<file path="src/design/jlsm_defines.svh">
`ifndef JLSM_DEFINES_SVH
`define JLSM_DEFINES_SVH
// Overview of operation
// Dual 12-bit bypass, 12 lanes: eight A samples over A0-A5, eight B over B0-B5.
// Single decimate-4, 4 lanes: I with flags on A0-A1, Q on B0-B1.
// Single decimate-4, 8 lanes: I0-I3 on A0-A3, Q0-Q3 on B0-B3.
// Single decimate-8, 2 lanes: one I on A0, one Q on B0.
// Single decimate-8, 4 lanes: I0-I1 on A0-A1, Q0-Q1 on B0-B1.
// Single decimate-4, 16 lanes: eight I and Q, pairs share flag index.
// Single decimate-8, 8 lanes: I0-I3 on A0-A3, Q0-Q3 on B0-B3.
// Single decimate-8, 16 lanes: eight I and Q, each its own flag.
// Single 12-bit bypass, 6 lanes: even samples on A0-A2, odd on B0-B2.
// Dual 12-bit bypass, 6 lanes: A0-A3 over A0-A2, B0-B3 over B0-B2.
// 8-bit single, 4 lanes: S0 A0, S2 A1, S1 B0, S3 B1.
// 8-bit dual, 4 lanes: A0-A1 on A0-A1, B0-B1 on B0-B1.
// Dual decimate-4, 4 lanes: AI A0, AQ A1, BI B0, BQ B1.
// Dual decimated 2 lanes: I in octets 0-1, Q in octets 2-3.
// Sync header selectable as CRC-12 or FEC; no CRC-3 choice.
// Power-down pin high powers down and disables serial drivers.
// Mode field full power-down; per-channel power-down in dual operation.
// Controller sets converter-off calibration field before power-down; the bench powers down with no such write.
// Receiver re-establishes link and discards stale data after power-up.
// One mapping at a time; unused lanes carry no sample data.

// Lane geometry
`define JLSM_NUM_LANES   16
`define JLSM_LANE_W      32
`define JLSM_SLOT_W      16
`define JLSM_NUM_SLOTS   16
`define JLSM_B_LANE0     8
`define JLSM_B_SLOT0     8
`define JLSM_BUF_DEPTH   2

// Output mode codes
`define JLSM_M20 7'h14
`define JLSM_M43 7'h2b
`define JLSM_M21 7'h15
`define JLSM_M36 7'h24
`define JLSM_M22 7'h16
`define JLSM_M46 7'h2e
`define JLSM_M23 7'h17
`define JLSM_M38 7'h26
`define JLSM_M61 7'h3d
`define JLSM_M64 7'h40
`define JLSM_M69 7'h45
`define JLSM_M71 7'h47
`define JLSM_M24 7'h18
`define JLSM_M48 7'h30
`define JLSM_M62 7'h3e
`define JLSM_M65 7'h41
`define JLSM_M70 7'h46
`define JLSM_M25 7'h19
`define JLSM_M52 7'h34
`define JLSM_M26 7'h1a
`define JLSM_M54 7'h36
`define JLSM_M63 7'h3f
`define JLSM_M27 7'h1b
`define JLSM_M32 7'h20
`define JLSM_M33 7'h21
`define JLSM_M34 7'h22
`define JLSM_M35 7'h23
`define JLSM_M37 7'h25
`define JLSM_M39 7'h27
`define JLSM_M56 7'h38
`endif

</file>
<file path="src/design/jlsm_pkg.sv">
package jlsm_pkg;
  // Lane layout family selected by the output mode
  typedef enum logic [3:0] {
    JLSM_K_NONE    = 4'h0,
    JLSM_K_DB12_12 = 4'h1,
    JLSM_K_SB12_6  = 4'h2,
    JLSM_K_DB12_6  = 4'h3,
    JLSM_K_SD_2    = 4'h4,
    JLSM_K_SD_4    = 4'h5,
    JLSM_K_SD_8    = 4'h6,
    JLSM_K_SD4_16  = 4'h7,
    JLSM_K_SD8_16  = 4'h8,
    JLSM_K_S8_4    = 4'h9,
    JLSM_K_D8_4    = 4'ha,
    JLSM_K_DD_4    = 4'hb,
    JLSM_K_DD_2    = 4'hc
  } jlsm_kind_t;

  typedef enum logic {
    JLSM_SH_CRC12 = 1'b0,
    JLSM_SH_FEC   = 1'b1
  } jlsm_sync_t;
endpackage : jlsm_pkg

</file>
<file path="src/design/jlsm_mapper.sv">
`timescale 1ns/1ps
`include "jlsm_defines.svh"

module jlsm_mapper (
  input  wire logic         clock,
  input  wire logic         resetn,
  input  wire logic [6:0]   lane_mapping_select,
  input  wire logic         in_valid,
  output logic              in_ready,
  input  wire logic [255:0] sample_data,
  input  wire logic [7:0]   i_overrange_flag,
  input  wire logic [7:0]   q_overrange_flag,
  input  wire logic         chan_a_i_overrange,
  input  wire logic         chan_a_q_overrange,
  input  wire logic         chan_b_i_overrange,
  input  wire logic         chan_b_q_overrange,
  output logic              out_valid,
  input  wire logic         out_ready,
  output logic [511:0]      lane_data,
  output logic [15:0]       lane_drv_en,
  input  wire logic         sync_hdr_sel,
  output jlsm_pkg::jlsm_sync_t sync_hdr_mode_q,
  input  wire logic         power_down_pin,
  input  wire logic         cfg_power_down,
  input  wire logic         chan_a_power_down,
  input  wire logic         chan_b_power_down,
  output logic              powered_down_q
);

  // ****************************************
  // Mode decode and field helpers
  // ****************************************

  function automatic jlsm_pkg::jlsm_kind_t kind_of(input logic [6:0] m);
    unique case (m)
      `JLSM_M20, `JLSM_M43: kind_of = jlsm_pkg::JLSM_K_DB12_12;
      `JLSM_M21, `JLSM_M36,
      `JLSM_M24, `JLSM_M48, `JLSM_M62, `JLSM_M65, `JLSM_M70: kind_of = jlsm_pkg::JLSM_K_SD_4;
      `JLSM_M22, `JLSM_M46,
      `JLSM_M26, `JLSM_M54, `JLSM_M63: kind_of = jlsm_pkg::JLSM_K_SD_8;
      `JLSM_M23, `JLSM_M38, `JLSM_M61, `JLSM_M64, `JLSM_M69, `JLSM_M71: kind_of = jlsm_pkg::JLSM_K_SD_2;
      `JLSM_M25, `JLSM_M52: kind_of = jlsm_pkg::JLSM_K_SD4_16;
      `JLSM_M27: kind_of = jlsm_pkg::JLSM_K_SD8_16;
      `JLSM_M32: kind_of = jlsm_pkg::JLSM_K_SB12_6;
      `JLSM_M33: kind_of = jlsm_pkg::JLSM_K_DB12_6;
      `JLSM_M34: kind_of = jlsm_pkg::JLSM_K_S8_4;
      `JLSM_M35: kind_of = jlsm_pkg::JLSM_K_D8_4;
      `JLSM_M37: kind_of = jlsm_pkg::JLSM_K_DD_4;
      `JLSM_M39, `JLSM_M56: kind_of = jlsm_pkg::JLSM_K_DD_2;
      default: kind_of = jlsm_pkg::JLSM_K_NONE;
    endcase
  endfunction : kind_of

  // Low octet of one input slot, for the 8-bit mappings
  function automatic logic [7:0] slot(input logic [255:0] d, input int k);
    slot = d[k*`JLSM_SLOT_W +: 8];
  endfunction : slot

  // Four 12-bit samples back to back, MSB first, starting at slot k
  function automatic logic [47:0] pack12(input logic [255:0] d, input int k, input int step);
    pack12 = {d[k*16 +: 12], d[(k+step)*16 +: 12], d[(k+2*step)*16 +: 12], d[(k+3*step)*16 +: 12]};
  endfunction : pack12

  // Decimated word: 15-bit sample then its over-range flag
  function automatic logic [15:0] dec(input logic [255:0] d, input int k, input logic f);
    dec = {d[k*16 +: 15], f};
  endfunction : dec

  // ****************************************
  // Lane mapping
  // ****************************************

  jlsm_pkg::jlsm_kind_t kind;
  logic [511:0]         map_w;
  logic [15:0]          map_m;
  logic                 pd_all;
  logic                 dual;

  assign kind   = kind_of(lane_mapping_select);
  assign pd_all = power_down_pin | cfg_power_down;
  assign dual   = kind inside {jlsm_pkg::JLSM_K_DB12_12, jlsm_pkg::JLSM_K_DB12_6, jlsm_pkg::JLSM_K_D8_4,
                               jlsm_pkg::JLSM_K_DD_4, jlsm_pkg::JLSM_K_DD_2};

  // Frame placement; every lane starts zero so unused lanes carry nothing
  always_comb begin
    logic [47:0] p;
    int          n;
    p     = '0;
    n     = 0;
    map_w = '0;
    map_m = '0;
    unique case (kind)
      jlsm_pkg::JLSM_K_DB12_12, jlsm_pkg::JLSM_K_DB12_6, jlsm_pkg::JLSM_K_SB12_6: begin
        for (int g = 0; g < 2; g++) begin
          for (int h = 0; h < 2; h++) begin
            if (kind == jlsm_pkg::JLSM_K_SB12_6) begin
              p = pack12(sample_data, g + h * 8, 2);
            end else begin
              p = pack12(sample_data, g * `JLSM_B_SLOT0 + h * 4, 1);
            end
            if (h == 0 || kind == jlsm_pkg::JLSM_K_DB12_12) begin
              for (int j = 0; j < 3; j++) begin
                map_w[(g * `JLSM_B_LANE0 + h * 3 + j) * 32 + 16 +: 16] = p[47 - 16 * j -: 16];
                map_m[g * `JLSM_B_LANE0 + h * 3 + j] = 1'b1;
              end
            end
          end
        end
      end
      jlsm_pkg::JLSM_K_SD_2, jlsm_pkg::JLSM_K_SD_4, jlsm_pkg::JLSM_K_SD_8,
      jlsm_pkg::JLSM_K_SD4_16, jlsm_pkg::JLSM_K_SD8_16: begin
        unique case (kind)
          jlsm_pkg::JLSM_K_SD_2: n = 1;
          jlsm_pkg::JLSM_K_SD_4: n = 2;
          jlsm_pkg::JLSM_K_SD_8: n = 4;
          default:               n = 8;
        endcase
        for (int k = 0; k < 8; k++) begin
          if (k < n) begin
            // Decimate-by-4 over 16 lanes gives one flag per sample pair
            if (kind == jlsm_pkg::JLSM_K_SD4_16) begin
              map_w[k * 32 + 16 +: 16] = dec(sample_data, k, i_overrange_flag[k / 2]);
              map_w[(k + 8) * 32 + 16 +: 16] = dec(sample_data, k + 8, q_overrange_flag[k / 2]);
            end else begin
              map_w[k * 32 + 16 +: 16] = dec(sample_data, k, i_overrange_flag[k]);
              map_w[(k + 8) * 32 + 16 +: 16] = dec(sample_data, k + 8, q_overrange_flag[k]);
            end
            map_m[k]     = 1'b1;
            map_m[k + 8] = 1'b1;
          end
        end
      end
      jlsm_pkg::JLSM_K_S8_4: begin
        map_w[0 * 32 + 24 +: 8] = slot(sample_data, 0);
        map_w[1 * 32 + 24 +: 8] = slot(sample_data, 2);
        map_w[8 * 32 + 24 +: 8] = slot(sample_data, 1);
        map_w[9 * 32 + 24 +: 8] = slot(sample_data, 3);
        map_m = 16'h0303;
      end
      jlsm_pkg::JLSM_K_D8_4: begin
        map_w[0 * 32 + 24 +: 8] = slot(sample_data, 0);
        map_w[1 * 32 + 24 +: 8] = slot(sample_data, 1);
        map_w[8 * 32 + 24 +: 8] = slot(sample_data, 8);
        map_w[9 * 32 + 24 +: 8] = slot(sample_data, 9);
        map_m = 16'h0303;
      end
      jlsm_pkg::JLSM_K_DD_4: begin
        map_w[0 * 32 + 16 +: 16] = dec(sample_data, 0, chan_a_i_overrange);
        map_w[1 * 32 + 16 +: 16] = dec(sample_data, 1, chan_a_q_overrange);
        map_w[8 * 32 + 16 +: 16] = dec(sample_data, 8, chan_b_i_overrange);
        map_w[9 * 32 + 16 +: 16] = dec(sample_data, 9, chan_b_q_overrange);
        map_m = 16'h0303;
      end
      jlsm_pkg::JLSM_K_DD_2: begin
        map_w[0 * 32 +: 32] = {dec(sample_data, 0, chan_a_i_overrange), dec(sample_data, 1, chan_a_q_overrange)};
        map_w[8 * 32 +: 32] = {dec(sample_data, 8, chan_b_i_overrange), dec(sample_data, 9, chan_b_q_overrange)};
        map_m = 16'h0101;
      end
      default: begin
      end
    endcase
    // Single channel off in dual operation silences its lane group
    if (dual && chan_a_power_down) begin
      map_w[255:0] = '0;
      map_m[7:0]   = '0;
    end
    if (dual && chan_b_power_down) begin
      map_w[511:256] = '0;
      map_m[15:8]    = '0;
    end
  end

  // ****************************************
  // Two-entry output buffer
  // ****************************************

  logic [511:0] buf_w_q [`JLSM_BUF_DEPTH];
  logic [1:0]   cnt_q;
  logic         wr_q;
  logic         rd_q;
  logic         push;
  logic         pop;

  assign in_ready  = (cnt_q != 2'h2) && !pd_all;
  assign out_valid = (cnt_q != 2'h0) && !pd_all;
  assign push      = in_valid && in_ready;
  assign pop       = out_valid && out_ready;
  assign lane_data = buf_w_q[rd_q];

  // Storage; a stall downstream fills both entries, then in_ready drops
  always_ff @(posedge clock or negedge resetn) begin
    if (!resetn) begin
      buf_w_q[0] <= '0;
      buf_w_q[1] <= '0;
    end else if (push) begin
      buf_w_q[wr_q] <= map_w;
    end
  end

  // Pointers; power-down flushes, so no stale frame leaves after wake-up
  always_ff @(posedge clock or negedge resetn) begin
    if (!resetn) begin
      cnt_q <= 2'h0;
      wr_q  <= 1'b0;
      rd_q  <= 1'b0;
    end else if (pd_all) begin
      cnt_q <= 2'h0;
      wr_q  <= 1'b0;
      rd_q  <= 1'b0;
    end else begin
      cnt_q <= cnt_q + {1'b0, push} - {1'b0, pop};
      wr_q  <= wr_q ^ push;
      rd_q  <= rd_q ^ pop;
    end
  end

  // ****************************************
  // Drivers, sync header, power state
  // ****************************************

  // Drivers follow the live mode mask; a mode change retunes them on the next clock edge
  always_ff @(posedge clock or negedge resetn) begin
    if (!resetn) begin
      lane_drv_en    <= 16'h0000;
      powered_down_q <= 1'b1;
    end else begin
      lane_drv_en    <= pd_all ? 16'h0000 : map_m;
      powered_down_q <= pd_all;
    end
  end

  // Only two header streams exist, so no CRC-3 code can be chosen
  always_ff @(posedge clock or negedge resetn) begin
    if (!resetn) begin
      sync_hdr_mode_q <= jlsm_pkg::JLSM_SH_CRC12;
    end else begin
      sync_hdr_mode_q <= sync_hdr_sel ? jlsm_pkg::JLSM_SH_FEC : jlsm_pkg::JLSM_SH_CRC12;
    end
  end

  // ****************************************
  // Assertions
  // ****************************************

  // Lane-wide copy of the driver mask, so idle lanes can be checked for stray data
  logic [511:0] lane_mask_w;
  always_comb begin
    for (int l = 0; l < 16; l++) begin
      lane_mask_w[l * 32 +: 32] = {32{map_m[l]}};
    end
  end
endmodule : jlsm_mapper

</file>
<file path="config.mk">
export PLATFORM = sky130hd
export DESIGN_NAME = jlsm_mapper
export DESIGN_NICKNAME = d
export VERILOG_FILES = /design/src/design/jlsm_pkg.sv /design/src/design/jlsm_mapper.sv
export VERILOG_INCLUDE_DIRS = /design/src /design/src/design
export SDC_FILE = /design/constraint.sdc
export NUM_CORES = 1
export LEC_CHECK = 0
export BUFFER_PORTS_ARGS = -buffer_cell sky130_fd_sc_hd__buf_2
export CORE_AREA = 2 2 322 324
export CTS_CLUSTER_DIAMETER = 120
export DETAILED_ROUTE_END_ITERATION = 7
export DIE_AREA = 0 0 324 326
export GPL_ROUTABILITY_DRIVEN = 0
export PLACE_DENSITY = 0.53
export SYNTH_ARGS = -nofsm -noshare
export SYNTH_HDL_FRONTEND = slang
export SYNTH_SLANG_ARGS = --single-unit
</file>
<file path="constraint.sdc">
create_clock -name clock -period 3.2 [get_ports clock]
set_input_delay 0.48 -clock clock [delete_from_list [all_inputs] [get_ports clock]]
set_output_delay 0.48 -clock clock [all_outputs]
set_load 0.01 [all_outputs]
</file>
==> impl_metrics.json <==
{
  "min_path_type": "input pin to flip-flop",
  "die_y_um": 326,
  "dr_total_vias": 26560,
  "seq_power_share": 0.415,
  "rows": 118,
  "detail-route-antenna-nets": 0,
  "power_switching_mw": 5.597,
  "clk_pin_slew_ps": 60,
  "antenna_found_initial": 38,
  "wl_per_cell_um": 24.08,
  "io_pins": 824,
  "path_class": "flip-flop to primary output",
  "cts_tree": "yes",
  "syn_area_sq_um": 30770,
  "initial_core_util": 0.2999,
  "wirelength_mm": 124.2,
  "clk_latency_ps": 650,
  "hold_viol": 0,
  "outcome": "complete, but fails checks",
  "grt_pass1_vias": 25450,
  "cts_root_buf": "clkbuf_16",
  "nets": 4004,
  "combPwrFrac": 0.153,
  "cts_sinks": 598,
  "synth-warning-count": 0,
  "synth_top_area_cell": "dfrtp_1",
  "syn_to_final_growth_pct": 25.74,
  "grt_overflow_total": 0,
  "vias_per_cell": 5.149,
  "min_path_cells": 3,
  "ir_worst_vdd_mv": 0.3360,
  "drt-pass1-iter-count": 8,
  "dp_slack_ps": -234.9,
  "critPathArrivalTime_ps": 2610,
  "violations": "DRC",
  "powerDensity_nw_per_um2": 522.4,
  "grt_use_total": 0.2285,
  "final_cells": 5158,
  "synth_edf_count": 0,
  "core_sq_um": 102600,
  "yosysTopAreaCellShare": 0.4854,
  "clkPwrFrac": 0.432,
  "portBuffers": 583,
  "slew_headroom": 0.4641,
  "ys_seq_elements": 598,
  "grt_pass1_wl_mm": 179.0,
  "cts_buffers": 75,
  "drt_iter0_markers": 2222,
  "slew_viol_final": 0,
  "ys.flop_type": "dfrtp_1",
  "internal_power_mw": 14.62,
  "layout_commonest_cell": "dfrtp_1",
  "n_fill_cell": 10390,
  "synth_cell_types": 68,
  "tightest_slew_ps": 803.9,
  "cap_violations": 0,
  "dp_cells": 5001,
  "ys_seq_area_frac": 0.4863,
  "worst_ep_required_time_ps": 2720,
  "crit_path_max_fanout": 40,
  "htreeDepth": 3,
  "dieArea_sq_um": 105600,
  "ys_top_cells_by_area": "dfrtp_1 49%, o2bb2ai_1 9.5%, mux2_2 7.6%",
  "drive_gt1_frac": 0.3113,
  "p_leak_nw": 18.16,
  "period_minus_slack_ps": 3092,
  "die_w_um": 324,
  "end_kind": "primary output",
  "cts_setup_buffers": 0,
  "skew_ps": 25.22,
  "setup_slack_ps": 107.5,
  "drc": 1,
  "dp_hpwl_mm": 92.03,
  "final_cell_mix": "596 x dfrtp_1, 582 x buf_2, 335 x o2bb2ai_1",
  "clockBufferDepth": 3,
  "startpoint_type": "flip-flop",
  "synth-async-reset-ratio": 1.000,
  "fmax_ghz": 0.3234,
  "sw_frac_of_total": 0.2769,
  "avgSynthCellArea_sq_um": 10.03,
  "reg2reg_depth": 8,
  "rsz0062_at_grt": "false",
  "setup_viol": 0,
  "netlist_instances": 3067,
  "grt_start_max_net_pins": 81,
  "min_period_over_period": 0.9664
}
[through the flow]
step / instance area, sq um / hold WS [ps] / utilization / TNS [ps] / power (mW)
6_report: 38690 / 71.71 / 0.3771 / 0 / 20.21
4_1_cts: 38640 / 27.91 / 0.3765 / 0 / 20.41
5_1_grt: 38660 / 59.60 / 0.3768 / 0 / 21.05
3_3_place_gp: 36090 / 464.5 / 0.3517 / -27480 / 11.58
3_5_place_dp: 36090 / 467.8 / 0.3517 / -36410 / 11.60
2_1_floorplan: 31610 / 184.4 / - / 0 / 10.19
[path summary, 6_finish.rpt]
kind | startpoint | end | slack, ps
setup / recovery | rd_q$_DFF_PN0_ | lane_data[114] | 110
hold / removal | sample_data[110] | buf_w_q[223]$_DFFE_PN0P_ | 70
setup reg to reg | cnt_q[0]$_DFF_PN0_ | buf_w_q[863]$_DFFE_PN0P_ | 950
hold reg to reg | buf_w_q[402]$_DFFE_PN0P_ | buf_w_q[402]$_DFFE_PN0P_ | 480
max in group asynchronous | resetn | lane_drv_en[12]$_DFF_PN0_ | 1780
min in group asynchronous | resetn | buf_w_q[886]$_DFFE_PN0P_ | 380
[worst max-delay path, stage by stage, from the launching register on]
cell and delay, ps:
dfrtp_4 920, buf_4 430, mux2_2 430, buf_2 160
[cell families after synthesis]
group,after synthesis,synth area share
compound gates,957,0.2267
buf+inv,693,0.1167
flops,598,0.4863
simple gates,585,0.08510
mux,218,0.07932
fa+ha+maj,12,0.004879
xor+xnor,3,0.0008540
other cells,1,0.0001219
[cell type report]
cell class	count	area, sq um	area share
antenna	23	57.56	0.001487
clock buffer	109	2218	0.05733
clock inverter	23	306.5	0.007922
inverter	213	809.5	0.02092
multi-input combinational	1999	13120	0.3391
sequential	598	14970	0.3869
tap	1380	1727	0.04462
timing repair buffer	813	5485	0.1418
[metal layers]
| layer | GRT usage | part of all wire | vias up | wire (um) |
|---|---|---|---|---|
| li1 | - | - | 11880 | - |
| met1 | 0.2998 | 0.42 | 13320 | 52110 |
| met2 | 0.3634 | 0.46 | 1116 | 57340 |
| met3 | 0.06068 | 0.082 | 215 | 10180 |
| met4 | 0.07709 | 0.035 | 30 | 4397 |
| met5 | 0 | 0.0014 | - | 177 |
[synth_stat cells, types with 3 or more instances]
cell type and number:
ha_1 12, a22o_1 18, o21ai_0 296, a22oi_1 116, a21o_1 3, nand2b_1 10, o31a_1 29, a21boi_1 7
a21oi_1 39, inv_1 213, a222oi_1 33, dfrtp_1 597, mux2_2 207, and2_1 10, a221oi_1 3, buf_6 5
o32a_1 14, nor2b_1 3, o21ai_1 4, nand3_1 194, buf_1 10, a211oi_1 33, mux2i_1 11, nor3b_1 3
nand2_1 168, o211ai_1 3, clkbuf_1 163, nor2_1 174, buf_2 72, nand3b_1 3, buf_4 230, o2bb2ai_1 335
[sequential cells by signal (all words and copies together), names as in the netlist]
signal	flops
lane_drv_en	16
wr_q	1
buf_w_q	576
cnt_q	2
rd_q	1
powered_down_q	1
sync_hdr_mode_q	1
[power by group through the flow]
stage | sequential, mW | combinational (mW) | clock, mW
after global placement | 8.50 | 3.08 | 0
after global routing | 8.44 | 3.37 | 9.24
after CTS | 8.38 | 3.11 | 8.92
final | 8.38 | 3.09 | 8.74
after detailed placement | 8.50 | 3.09 | 0
after floorplan | 8.44 | 1.75 | 0
[what timing repair did]
action / 4_1_cts / 5_1_grt
hold endpoints to repair: 43 / 0
resized for setup: 0 / 0
hold buffers: 2 / 0
Power figures use the tool's default switching activity.
